==> src/hdl/hbd_pkg.sv <==
package hbd_pkg;

    // ==========================================================
    // Register map (byte addresses on the register bus)
    localparam logic [7:0] CTRL_OFS = 8'h00;
    localparam logic [7:0] STAT_OFS = 8'h04;
    localparam logic [7:0] MADDR_OFS = 8'h08;
    localparam logic [7:0] WDATA_OFS = 8'h0c;
    localparam logic [7:0] RDATA_OFS = 8'h10;
    localparam logic [7:0] STRAP_OFS = 8'h14;

    // Control bits
    localparam int CTRL_GO_BIT = 0;
    localparam int CTRL_WR_BIT = 1;

    // ==========================================================
    // Window bases
    localparam logic [9:0] IO_BASE_MIN = 10'h300;
    localparam logic [19:0] ROM_BASE_MIN = 20'hc0000;

    // ==========================================================
    // Timing
    localparam int CLK_MHZ = 25;
    localparam int OWN_MAX_NS = 15000;
    // Longest time rounds down
    localparam int OWN_MAX_CYC = OWN_MAX_NS * CLK_MHZ / 1000;
    localparam int SYS_PERIOD_NS = 125;
    // Least time rounds up
    localparam int SYS_CYC = (SYS_PERIOD_NS * CLK_MHZ + 999) / 1000;
    localparam int CNT_W = 12;

    typedef enum logic [1:0] {
        DMA_CH5,
        DMA_CH6,
        DMA_CH7,
        DMA_NONE
    } hbd_dma_type;

    typedef struct packed {
        logic [4:0] ioSel;
        logic [3:0] romSel;
        logic [1:0] dmaSel;
        logic [3:0] irqSel;
    } hbd_strap_type;

    typedef struct packed {
        logic [19:0] addr;
        logic aen;
        logic iorN;
        logic iowN;
        logic memrN;
    } hbd_hostin_type;

endpackage

==> src/hdl/hbd_host_bus_address_decode.sv <==
`timescale 1ns/1ps

// How it works
// - Fitted jumper reads low, absent reads high; straps taken as static.
// - SA7..SA3 against five straps pick I/O base 300H..3F8H.
// - Only ten address bits decoded; four ports at base+0..3.
// - SA16..SA13 against four straps pick 8K ROM base C000H..DE00H.
// - ROM decode uses SA19..SA13 only and ignores AEN.
// - AEN active suppresses the port decode.
// - Port access needs AEN inactive and a matching port offset.
// - While owning the bus, drive address, memory strobes and data; the module drives only the read strobe memrN, and data on writes only.
// - Address valid one system period before memory read strobe.
// - Low data byte carries the least significant byte and commands.
// - Straps pick DMA pair 5, 6 or 7 and one interrupt line.
// - No address latch strobe used; decode straight from address.
// - Master after acknowledge; release bus within 15 us.
// - One period before driving lines, two before any strobe.
module hbd_host_bus_address_decode #(
    parameter int OWN_MAX = hbd_pkg::OWN_MAX_CYC
) (
    input wire logic sys_clk,
    input wire logic rst,
    input wire logic hsel,
    input wire logic [31:0] haddr,
    input wire logic [1:0] htrans,
    input wire logic hwrite,
    input wire logic [2:0] hsize,
    input wire logic [31:0] hwdata,
    input wire logic hready,
    output logic [31:0] hrdata,
    output logic hreadyout,
    output logic hresp,
    input wire hbd_pkg::hbd_strap_type strapN,
    input wire hbd_pkg::hbd_hostin_type hostIn,
    input wire logic [15:0] sdIn,
    input wire logic [2:0] dackN,
    output logic [2:0] drq,
    output logic [9:0] irqOut,
    output logic masterN,
    output logic [19:0] saOut,
    output logic saOe,
    output logic memrN,
    output logic memrOe,
    output logic [15:0] sdOut,
    output logic sdOe,
    output logic ioSelN,
    output logic romSelN,
    output logic [1:0] portIdx
);

    // ==========================================================
    // Pin synchronisers, three stages; change taken when 2 and 3 agree
    hbd_pkg::hbd_hostin_type hin1_r, hin2_r, hin3_r, hin_r;
    logic [2:0] dk1_r, dk2_r, dk3_r, dk_r;
    logic [15:0] sd1_r, sd2_r, sd3_r, sd_r;
    hbd_pkg::hbd_strap_type st1_r, st2_r, st3_r, st_r;

    always_ff @(posedge sys_clk or posedge rst) begin
        if (rst) begin
            hin1_r <= '1;
            hin2_r <= '1;
            hin3_r <= '1;
            hin_r <= '1;
        end else begin
            hin1_r <= hostIn;
            hin2_r <= hin1_r;
            hin3_r <= hin2_r;
            if (hin2_r == hin3_r) begin
                hin_r <= hin3_r;
            end
        end
    end

    always_ff @(posedge sys_clk or posedge rst) begin
        if (rst) begin
            dk1_r <= '1;
            dk2_r <= '1;
            dk3_r <= '1;
            dk_r <= '1;
            sd1_r <= '0;
            sd2_r <= '0;
            sd3_r <= '0;
            sd_r <= '0;
        end else begin
            dk1_r <= dackN;
            dk2_r <= dk1_r;
            dk3_r <= dk2_r;
            if (dk2_r == dk3_r) begin
                dk_r <= dk3_r;
            end
            sd1_r <= sdIn;
            sd2_r <= sd1_r;
            sd3_r <= sd2_r;
            if (sd2_r == sd3_r) begin
                sd_r <= sd3_r;
            end
        end
    end

    // Jumper fitted pulls low; absent floats high, so bits are used as-is
    always_ff @(posedge sys_clk or posedge rst) begin
        if (rst) begin
            st1_r <= '1;
            st2_r <= '1;
            st3_r <= '1;
            st_r <= '1;
        end else begin
            st1_r <= strapN;
            st2_r <= st1_r;
            st3_r <= st2_r;
            if (st2_r == st3_r) begin
                st_r <= st3_r;
            end
        end
    end

    // ==========================================================
    // Address decode, no latch strobe needed
    logic ioHit, romHit;
    always_comb begin
        ioHit = (hin_r.addr[9:8] == hbd_pkg::IO_BASE_MIN[9:8])
            && (hin_r.addr[7:3] == st_r.ioSel)
            && (hin_r.addr[2] == 1'b0)
            && !hin_r.aen;
        romHit = (hin_r.addr[19:17] == hbd_pkg::ROM_BASE_MIN[19:17])
            && (hin_r.addr[16:13] == st_r.romSel);
    end

    always_ff @(posedge sys_clk or posedge rst) begin
        if (rst) begin
            ioSelN <= 1'b1;
            romSelN <= 1'b1;
            portIdx <= '0;
        end else begin
            ioSelN <= !(ioHit && !(hin_r.iorN && hin_r.iowN));
            romSelN <= !(romHit && !hin_r.memrN);
            portIdx <= hin_r.addr[1:0];
        end
    end

    // ==========================================================
    // Channel selection
    hbd_pkg::hbd_dma_type dmaCh;
    assign dmaCh = hbd_pkg::hbd_dma_type'(st_r.dmaSel);

    // ==========================================================
    // Bus master sequencer
    typedef enum logic [2:0] {
        M_IDLE, M_REQ, M_OWN, M_ADDR, M_STRB, M_DONE
    } hbd_mst_type;
    hbd_mst_type mst_r;
    logic [hbd_pkg::CNT_W-1:0] ph_r;
    logic [hbd_pkg::CNT_W-1:0] own_r;
    logic go, goWr, busy_r, wr_r, tout_r;
    logic [19:0] madr_r;
    logic [15:0] mwd_r, mrd_r;
    logic dkOk;

    // Data bus comes through the pin synchroniser, so the read strobe
    // stands two system periods to let the sampled data settle
    localparam logic [hbd_pkg::CNT_W-1:0] PH_LAST =
        hbd_pkg::CNT_W'(hbd_pkg::SYS_CYC - 1);
    localparam logic [hbd_pkg::CNT_W-1:0] STRB_LAST =
        hbd_pkg::CNT_W'(2 * hbd_pkg::SYS_CYC - 1);

    always_comb begin
        unique case (dmaCh)
            hbd_pkg::DMA_CH5: dkOk = !dk_r[0];
            hbd_pkg::DMA_CH6: dkOk = !dk_r[1];
            hbd_pkg::DMA_CH7: dkOk = !dk_r[2];
            hbd_pkg::DMA_NONE: dkOk = 1'b0;
        endcase
    end

    // Aborting at the ownership limit keeps refresh alive at a cost of data
    always_ff @(posedge sys_clk or posedge rst) begin
        if (rst) begin
            mst_r <= M_IDLE;
            ph_r <= '0;
            own_r <= '0;
            tout_r <= 1'b0;
            mrd_r <= '0;
        end else begin
            ph_r <= ph_r + 1'b1;
            own_r <= (mst_r == M_IDLE || mst_r == M_REQ) ? '0 : own_r + 1'b1;
            if (go) begin
                tout_r <= 1'b0;
            end
            unique case (mst_r)
                M_IDLE: if (go) begin
                    mst_r <= M_REQ;
                end
                M_REQ: if (dkOk) begin
                    mst_r <= M_OWN;
                    ph_r <= '0;
                end
                M_OWN: if (ph_r == PH_LAST) begin
                    mst_r <= M_ADDR;
                    ph_r <= '0;
                end
                M_ADDR: if (ph_r == PH_LAST) begin
                    mst_r <= M_STRB;
                    ph_r <= '0;
                end
                M_STRB: if (ph_r == STRB_LAST) begin
                    mst_r <= M_DONE;
                    mrd_r <= sd_r;
                end
                M_DONE: mst_r <= M_IDLE;
            endcase
            if (mst_r != M_IDLE && mst_r != M_REQ && mst_r != M_DONE
                    && own_r >= hbd_pkg::CNT_W'(OWN_MAX - 1)) begin
                mst_r <= M_DONE;
                tout_r <= 1'b1;
            end
        end
    end

    always_ff @(posedge sys_clk or posedge rst) begin
        if (rst) begin
            drq <= '0;
            masterN <= 1'b1;
            saOe <= 1'b0;
            sdOe <= 1'b0;
            memrOe <= 1'b0;
            memrN <= 1'b1;
            saOut <= '0;
            sdOut <= '0;
        end else begin
            drq <= '0;
            // Cascade request stays up for the whole tenure of the bus
            if (mst_r inside {M_REQ, M_OWN, M_ADDR, M_STRB}
                    && dmaCh != hbd_pkg::DMA_NONE) begin
                drq[dmaCh] <= 1'b1;
            end
            masterN <= !(mst_r inside {M_OWN, M_ADDR, M_STRB});
            saOe <= mst_r inside {M_ADDR, M_STRB};
            memrOe <= mst_r inside {M_ADDR, M_STRB};
            sdOe <= wr_r && (mst_r inside {M_ADDR, M_STRB});
            memrN <= !(mst_r == M_STRB && !wr_r);
            saOut <= madr_r;
            sdOut <= mwd_r;
        end
    end

    // Interrupt line follows the strap choice; driven while a fault stands
    always_ff @(posedge sys_clk or posedge rst) begin
        if (rst) begin
            irqOut <= '0;
        end else begin
            irqOut <= '0;
            if (tout_r && st_r.irqSel < 4'd10) begin
                irqOut[st_r.irqSel] <= 1'b1;
            end
        end
    end

    // ==========================================================
    // AHB-Lite slave, zero wait state
    logic aph_r, awr_r;
    logic [7:0] aad_r;
    assign go = aph_r && awr_r && aad_r == hbd_pkg::CTRL_OFS
        && hwdata[hbd_pkg::CTRL_GO_BIT] && !busy_r;
    assign goWr = hwdata[hbd_pkg::CTRL_WR_BIT];
    assign busy_r = (mst_r != M_IDLE);

    always_ff @(posedge sys_clk or posedge rst) begin
        if (rst) begin
            aph_r <= 1'b0;
            awr_r <= 1'b0;
            aad_r <= '0;
            hreadyout <= 1'b1;
            hresp <= 1'b0;
        end else begin
            hreadyout <= 1'b1;
            hresp <= 1'b0;
            if (hready) begin
                aph_r <= hsel && htrans[1] && hsize == 3'd2;
                awr_r <= hwrite;
                aad_r <= haddr[7:0];
            end
        end
    end

    always_ff @(posedge sys_clk or posedge rst) begin
        if (rst) begin
            wr_r <= 1'b0;
            madr_r <= '0;
            mwd_r <= '0;
        end else if (aph_r && awr_r && !busy_r) begin
            if (go) begin
                wr_r <= goWr;
            end
            if (aad_r == hbd_pkg::MADDR_OFS) begin
                madr_r <= hwdata[19:0];
            end
            if (aad_r == hbd_pkg::WDATA_OFS) begin
                mwd_r <= hwdata[15:0];
            end
        end
    end

    logic [31:0] rd;
    always_comb begin
        rd = '0;
        unique case (haddr[7:0])
            hbd_pkg::CTRL_OFS: rd = {30'h0, wr_r, 1'b0};
            hbd_pkg::STAT_OFS: rd = {28'h0, !ioSelN, !romSelN, tout_r, busy_r};
            hbd_pkg::MADDR_OFS: rd = {12'h0, madr_r};
            hbd_pkg::WDATA_OFS: rd = {16'h0, mwd_r};
            hbd_pkg::RDATA_OFS: rd = {16'h0, mrd_r};
            hbd_pkg::STRAP_OFS: rd = {17'h0, st_r};
            default: rd = '0;
        endcase
    end

    // Loaded at the address phase so the data phase needs no wait state;
    // a read right behind a write to one register sees the old value
    always_ff @(posedge sys_clk or posedge rst) begin
        if (rst) begin
            hrdata <= '0;
        end else if (hready && hsel && htrans[1] && !hwrite
                && hsize == 3'd2) begin
            hrdata <= rd;
        end
    end

endmodule // hbd_host_bus_address_decode

==> config.mk <==
export PLATFORM = sky130hd
export DESIGN_NAME = hbd_host_bus_address_decode
export DESIGN_NICKNAME = d
export VERILOG_FILES = /design/src/hdl/hbd_pkg.sv /design/src/hdl/hbd_host_bus_address_decode.sv
export SDC_FILE = /design/constraint.sdc
export NUM_CORES = 1
export LEC_CHECK = 0
export ABC_AREA = 1
export ABC_CLOCK_PERIOD_IN_PS = 11500
export BUFFER_PORTS_ARGS = -buffer_cell sky130_fd_sc_hd__buf_4
export CAP_MARGIN = 15
export CORE_AREA = 10 10 229 286
export DETAILED_ROUTE_END_ITERATION = 10
export DIE_AREA = 0 0 239 296
export GPL_TIMING_DRIVEN = 0
export HOLD_SLACK_MARGIN = 0.1
export PLACE_DENSITY_LB_ADDON = 0.25
export RECOVER_POWER = 25
export SYNTH_ARGS = -nofsm -noshare
export SYNTH_HDL_FRONTEND = slang
export SYNTH_SLANG_ARGS = --single-unit
export TNS_END_PERCENT = 20
==> constraint.sdc <==
create_clock -name sys_clk -period 11.5 [get_ports sys_clk]
set_input_delay 1.725 -clock sys_clk [delete_from_list [all_inputs] [get_ports sys_clk]]
set_output_delay 1.725 -clock sys_clk [all_outputs]
set_load 0.03 [all_outputs]
# Yosys cells after proc, flatten, opt, wreduce, memory -nomap -nowiden
# Cells that the tools add are included.
# totals
inputBits	132
elab_cells	189
register_bits	412
out_inout_bits	92
# classes
n_eq_ne	34
bitwise_logic	1
reduce_logical	58
mux	21
n_addsub	2
n_lt_le_gt_ge	6
# ops
operator	n
case mux 20 bit (6 select lines)	1
two-way mux 12 bit	3
equality test 8 x 4 -> 1 bit, second input constant	4
logical AND 1 bit	27
adder 12 x 1 -> 12 bit, second input constant	2
equality test 24 bit	1
case mux 12 bit (2 select lines)	1
two-way mux 3 bit	7
case mux 3 bit (6 select lines)	1
equality test 16 bit	1
equality test 8 x 5 -> 1 bit, second input constant	2
logical NOT 8 bit	2
equality test 15 bit	1
logical NOT 1 bit	15
equality test 12 x 2 -> 1 bit, second input constant	1
equality test 12 x 3 -> 1 bit, second input constant	1
>= comparator 12 x 9 -> 1 bit, second input constant	1
!= test 3 bit, second input constant	4
two-way mux 10 bit	1
equality test 3 x 2 -> 1 bit, second input constant	3
equality test 3 bit, second input constant	3
equality test 8 x 3 -> 1 bit, second input constant	1
AND reduction 2 bit	4
equality test 2 bit, second input constant	3
other kinds (26)	32

# Depth between registers and ports, before layout
# logic_depth
word_depth	7
mapped_depth	11
depth_no_buf	10

# Worst setup path after synthesis
# No wires, ideal clock.
# synth_path
path_type	input-to-reg
start	input port haddr[5]
end	register hrdata[4]
path_stages	8
arrival_ps	2587
required_ps	11377
slack_ps	8790
setup_time_ps	123
path_buffers	1
path_cell_list	inv_1 > nand3_1 > clkinv_1 > buf_2 > nand3_1 > nand2_1 > o21ai_0 > nand2_1
# synth_between
elab_chain_len	2
word_cells_on_any_way	7
classes_between	eq/ne (5); mux (1); reduce/logical (1)
# synth_rtl
element	line_no	text
start, declared	hbd_host_bus_address_decode.sv:24	input wire logic [31:0] haddr,
equality test 8 x 5 -> 1 bit (tied with other cells)	hbd_host_bus_address_decode.sv:306	unique case (haddr[7:0])
case mux 20 bit (6 select lines) (*)	hbd_host_bus_address_decode.sv:306	
end signal, assigned	hbd_host_bus_address_decode.sv:324	hrdata <= rd;
end, declared	hbd_host_bus_address_decode.sv:30	output logic [31:0] hrdata,
# Every way passes the cells marked *; elsewhere a longest branch is shown, timed or not.
# A chain may end at the register's enable or synchronous reset.

# Worst setup path after layout
# layout_path
start	register ioSelN
end	output port ioSelN
# layout_rtl
element	line_no	text
start, declared	hbd_host_bus_address_decode.sv:46	output logic ioSelN,
start signal, assigned	hbd_host_bus_address_decode.sv:135	ioSelN <= !(ioHit && !(hin_r.iorN && hin_r.iowN));
# No word-level cell between the ends.

==> flow_summary_export.csv <==
group,metric,value,unit
status,status,"complete, no violations",
floorplanning,die-area,70740,um^2
power_and_ir_drop,power,3.296,mW
final_layout,diodes,0,
timing,period_share,0.2674,
timing,relSlewSlack,0.5053,
cts,tritoncts,"yes",
timing,setup_tns,0,ns
cts,cts_sinks,397,
yosys,synth-xor-area-share,0.03307,
power_and_ir_drop,leakage,8.686,nW
worst_setup_path,critPathMaxFanout,2,
grt,grt_max_degree,43,
power_and_ir_drop,p_switching,808.1,uW
grt,antenna_found_initial,2,
placed_design,dp.cells,2307,
cts,clk_latency,0.57,ns
timing,drv_slew,0,
final_layout,fin_nets,1717,
floorplanning,core,60030,um^2
worst_setup_path,path_cells,"buf_4",
power_and_ir_drop,p_int,2.488,mW
yosys,synth_top_family_by_area,"simple AND/OR/NAND/NOR gates",
timing,fin_crit,3.075,ns
cts,cts_resized,0,
placed_design,portBuffers,171,
worst_setup_path,cp_slowest_cell,"dfstp_2",
floorplanning,die_y,296,um
power_and_ir_drop,pwr-share-clk,0.446,
route,drt-initial-drc-count,522,
worst_setup_path,cp-start-kind,"register",
worst_setup_path,endpoint_kind,"output port",
final_layout,nFillCells,6088,
yosys,synth_compound_area_frac,0.04404,
yosys,synthSimpleGateAreaFrac,0.1795,
power_and_ir_drop,swShare,0.2452,
yosys,netlist_instances,1341,
floorplanning,die_w,239,um
placed_design,place_ws,7.959,ns
worst_setup_path,path_class,"reg -> out",
power_and_ir_drop,pwr-share-seq,0.461,
yosys,yosysSeqAreaShare,0.6841,
timing,finalHoldViolCount,0,
route,drc,0,
timing,layout_setup_ws,8.425,ns
final_layout,final_cell_area,18880,um^2
cts,htreeDepth,2,
cts,cts_made_buffers,43,
final_layout,finalNonFillerCells,2386,
worst_setup_path,crit_buf_inv,1,
yosys,synth_area_per_cell,11.06,um^2
timing,finalSetupViolations,0,
timing,tightestPinTransition,0.7364,ns
worst_setup_path,slowest_delay,0.60,ns
timing,rsz0062_at_grt,"no",
yosys,yosysWarnings,0,
grt,grtUsageTotal,0.1058,
power_and_ir_drop,ir_drop,101.4,uV
cts,clockBufferDepth,3,
route,dr.pass1.iters,4,
placed_design,place_congestion,0.7744,
worst_setup_path,path_delay_family,"flip-flops",
placed_design,dp_hpwl,28560,um
cts,holdBufCountCts,0,
yosys,ys_ff_latch,397,
grt,grt_remaining_overflow,0,
run,maxCapViolations,0,
worst_hold_path,hold_path.class,"reg -> reg",
floorplanning,fp-row-count,101,
power_and_ir_drop,p_comb_frac,0.093,
yosys,synthMuxAreaShare,0.004556,
route,vias_per_cell,4.020,
timing,whs,0.3467,ns
placed_design,place_area,17360,um^2
final_layout,area_growth_syn_to_layout,27.28,%
route,vias,9591,
grt,grt_pass1_wl,58340,um
timing,max_freq,325.2,MHz
yosys,netlist_area,14830,um^2
cts,cts_root_buf,"clkbuf_16",
yosys,ys_types,46,
floorplanning,initial_core_util,0.2471,
route,routed_wl,37190,um
power_and_ir_drop,power.density,174.6,nW/um^2
worst_setup_path,critPathArrivalTime,1.35,ns
floorplanning,io_pins,224,
cts,post-cts-setup-buffer-count,0,
final_layout,drive_gt1_frac,0.2887,
route,wl_per_cell,15.59,um
timing,fin_skew,0.01757,ns
grt,grt_pass1_vias,10320,
final_layout,post-route-util,0.3145,
yosys,synth_fa_ha_area_frac,0.004218,
worst_setup_path,cp.required,9.78,ns
cts,path_clk_slew,0.06,ns
route,ant_nets,0,
==> path summary, 6_finish.rpt <==
| kind | from | end | slack, ns | cells past startpoint |
|---|---|---|---|---|
| worst max-delay path | ioSelN$_DFF_PP1_ | ioSelN | 8.42 | 1 |
| worst min-delay path | sd1_r[14]$_DFF_PP0_ | sd2_r[14]$_DFF_PP0_ | 0.35 | 0 |
| worst max register to register | mst_r[1]$_DFFE_PP0P_ | drq[1]$_DFF_PP0_ | 9.37 | 5 |
| worst min register to register | sd1_r[14]$_DFF_PP0_ | sd2_r[14]$_DFF_PP0_ | 0.35 | 0 |
| max in group asynchronous | rst | sdOut[13]$_DFF_PP0_ | 9.00 | 5 |
| min in group asynchronous | rst | hin1_r[15]$_DFF_PP1_ | 1.66 | 2 |
==> cell usage in the layout (no fill, tap or decap), types with 6 or more instances in the layout <==
| cell type | instances |
|---|---|
| clkbuf_16 | 44 |
| nand4_1 | 16 |
| clkinv_2 | 8 |
| nor2_1 | 78 |
| dfstp_1 | 54 |
| clkbuf_4 | 49 |
| bufinv_16 | 6 |
| nand2_2 | 12 |
| buf_2 | 16 |
| xor2_1 | 12 |
| o21ai_2 | 16 |
| dfstp_2 | 115 |
| xnor2_1 | 44 |
| nand3_1 | 101 |
| o21ai_0 | 50 |
| conb_1 | 14 |
| nor4_1 | 6 |
| nand2_1 | 348 |
| buf_4 | 140 |
| dfrtp_1 | 228 |
| a21oi_1 | 11 |
| buf_12 | 9 |
| buf_6 | 7 |
| clkbuf_1 | 12 |
| inv_1 | 106 |
| nor3_1 | 18 |
| o21ai_1 | 21 |
| clkbuf_8 | 9 |
==> power by group through the flow <==
stage	clock network (mW)	logic [mW]	registers, mW
6_report	1.47	0.306	1.52
3_3_place_gp	0	0.301	1.55
4_1_cts	1.53	0.317	1.53
5_1_grt	1.59	0.353	1.53
2_1_floorplan	0	0.194	1.55
3_5_place_dp	0	0.316	1.55
==> state kept, by name, indices dropped and copies added, names as in the netlist, 12 cells and up <==
name / cells
sdOut: 16
st1_r: 15
own_r: 12
mwd_r: 16
st_r: 13
saOut: 20
mrd_r: 16
sd2_r: 16
st3_r: 15
hin3_r: 24
madr_r: 20
sd_r: 16
st2_r: 15
hin2_r: 24
sd3_r: 16
hin1_r: 24
hrdata: 20
hin_r: 21
ph_r: 12
sd1_r: 16
==> synth_stat cells (all sizes together) <==
cell | number | area share
nor4 | 7 | 0.0040
ha | 5 | 0.0042
a21oi | 12 | 0.0043
o22ai | 4 | 0.0017
nand3 | 104 | 0.036
conb | 2 | 0.00051
clkbuf | 7 | 0.0018
nor3b | 1 | 0.00051
nor2 | 85 | 0.024
xor2 | 12 | 0.0071
xnor2 | 44 | 0.026
a22o | 2 | 0.0012
o21ai | 87 | 0.033
dfstp | 169 | 0.30
o31ai | 1 | 0.00051
inv | 111 | 0.028
nor3 | 23 | 0.011
buf | 41 | 0.020
nand3b | 4 | 0.0029
nand2 | 361 | 0.094
clkinv | 1 | 0.00025
o211ai | 3 | 0.0015
mux2 | 6 | 0.0046
nand4 | 16 | 0.0067
dfrtp | 228 | 0.38
a211oi | 2 | 0.0010
or2 | 1 | 0.00042
a31oi | 1 | 0.00042
and3 | 1 | 0.00042
==> cell families after synthesis <==
logic type | after synthesis
AOI/OAI and AO/OA | 112
xor gates and xnor gates | 56
adders and majority gates | 5
buffers and inverters | 160
DFF | 397
muxes | 6
other | 2
and+or+nand+nor | 603
==> final cells by class <==
type	count	area, um^2	area share
Multi-Input combinational cell	796	3978	0.2107
Clock buffer	58	1244	0.06588
Timing Repair Buffer	182	1519	0.08047
Tap cell	772	965.9	0.05117
Buffer	48	320.3	0.01697
Inverter	112	424.2	0.02247
Sequential cell	397	10150	0.5375
Clock inverter	21	280.3	0.01485
==> metal layers <==
layer | GRT usage | up-vias | share of wire
met5 | 0 | - | 0.00048
met4 | 0.03965 | 4 | 0.031
met3 | 0.02649 | 67 | 0.056
met2 | 0.1829 | 205 | 0.50
met1 | 0.1247 | 4589 | 0.41
li1 | - | 4726 | -
Note: power is estimated with default switching activity, not from simulation.
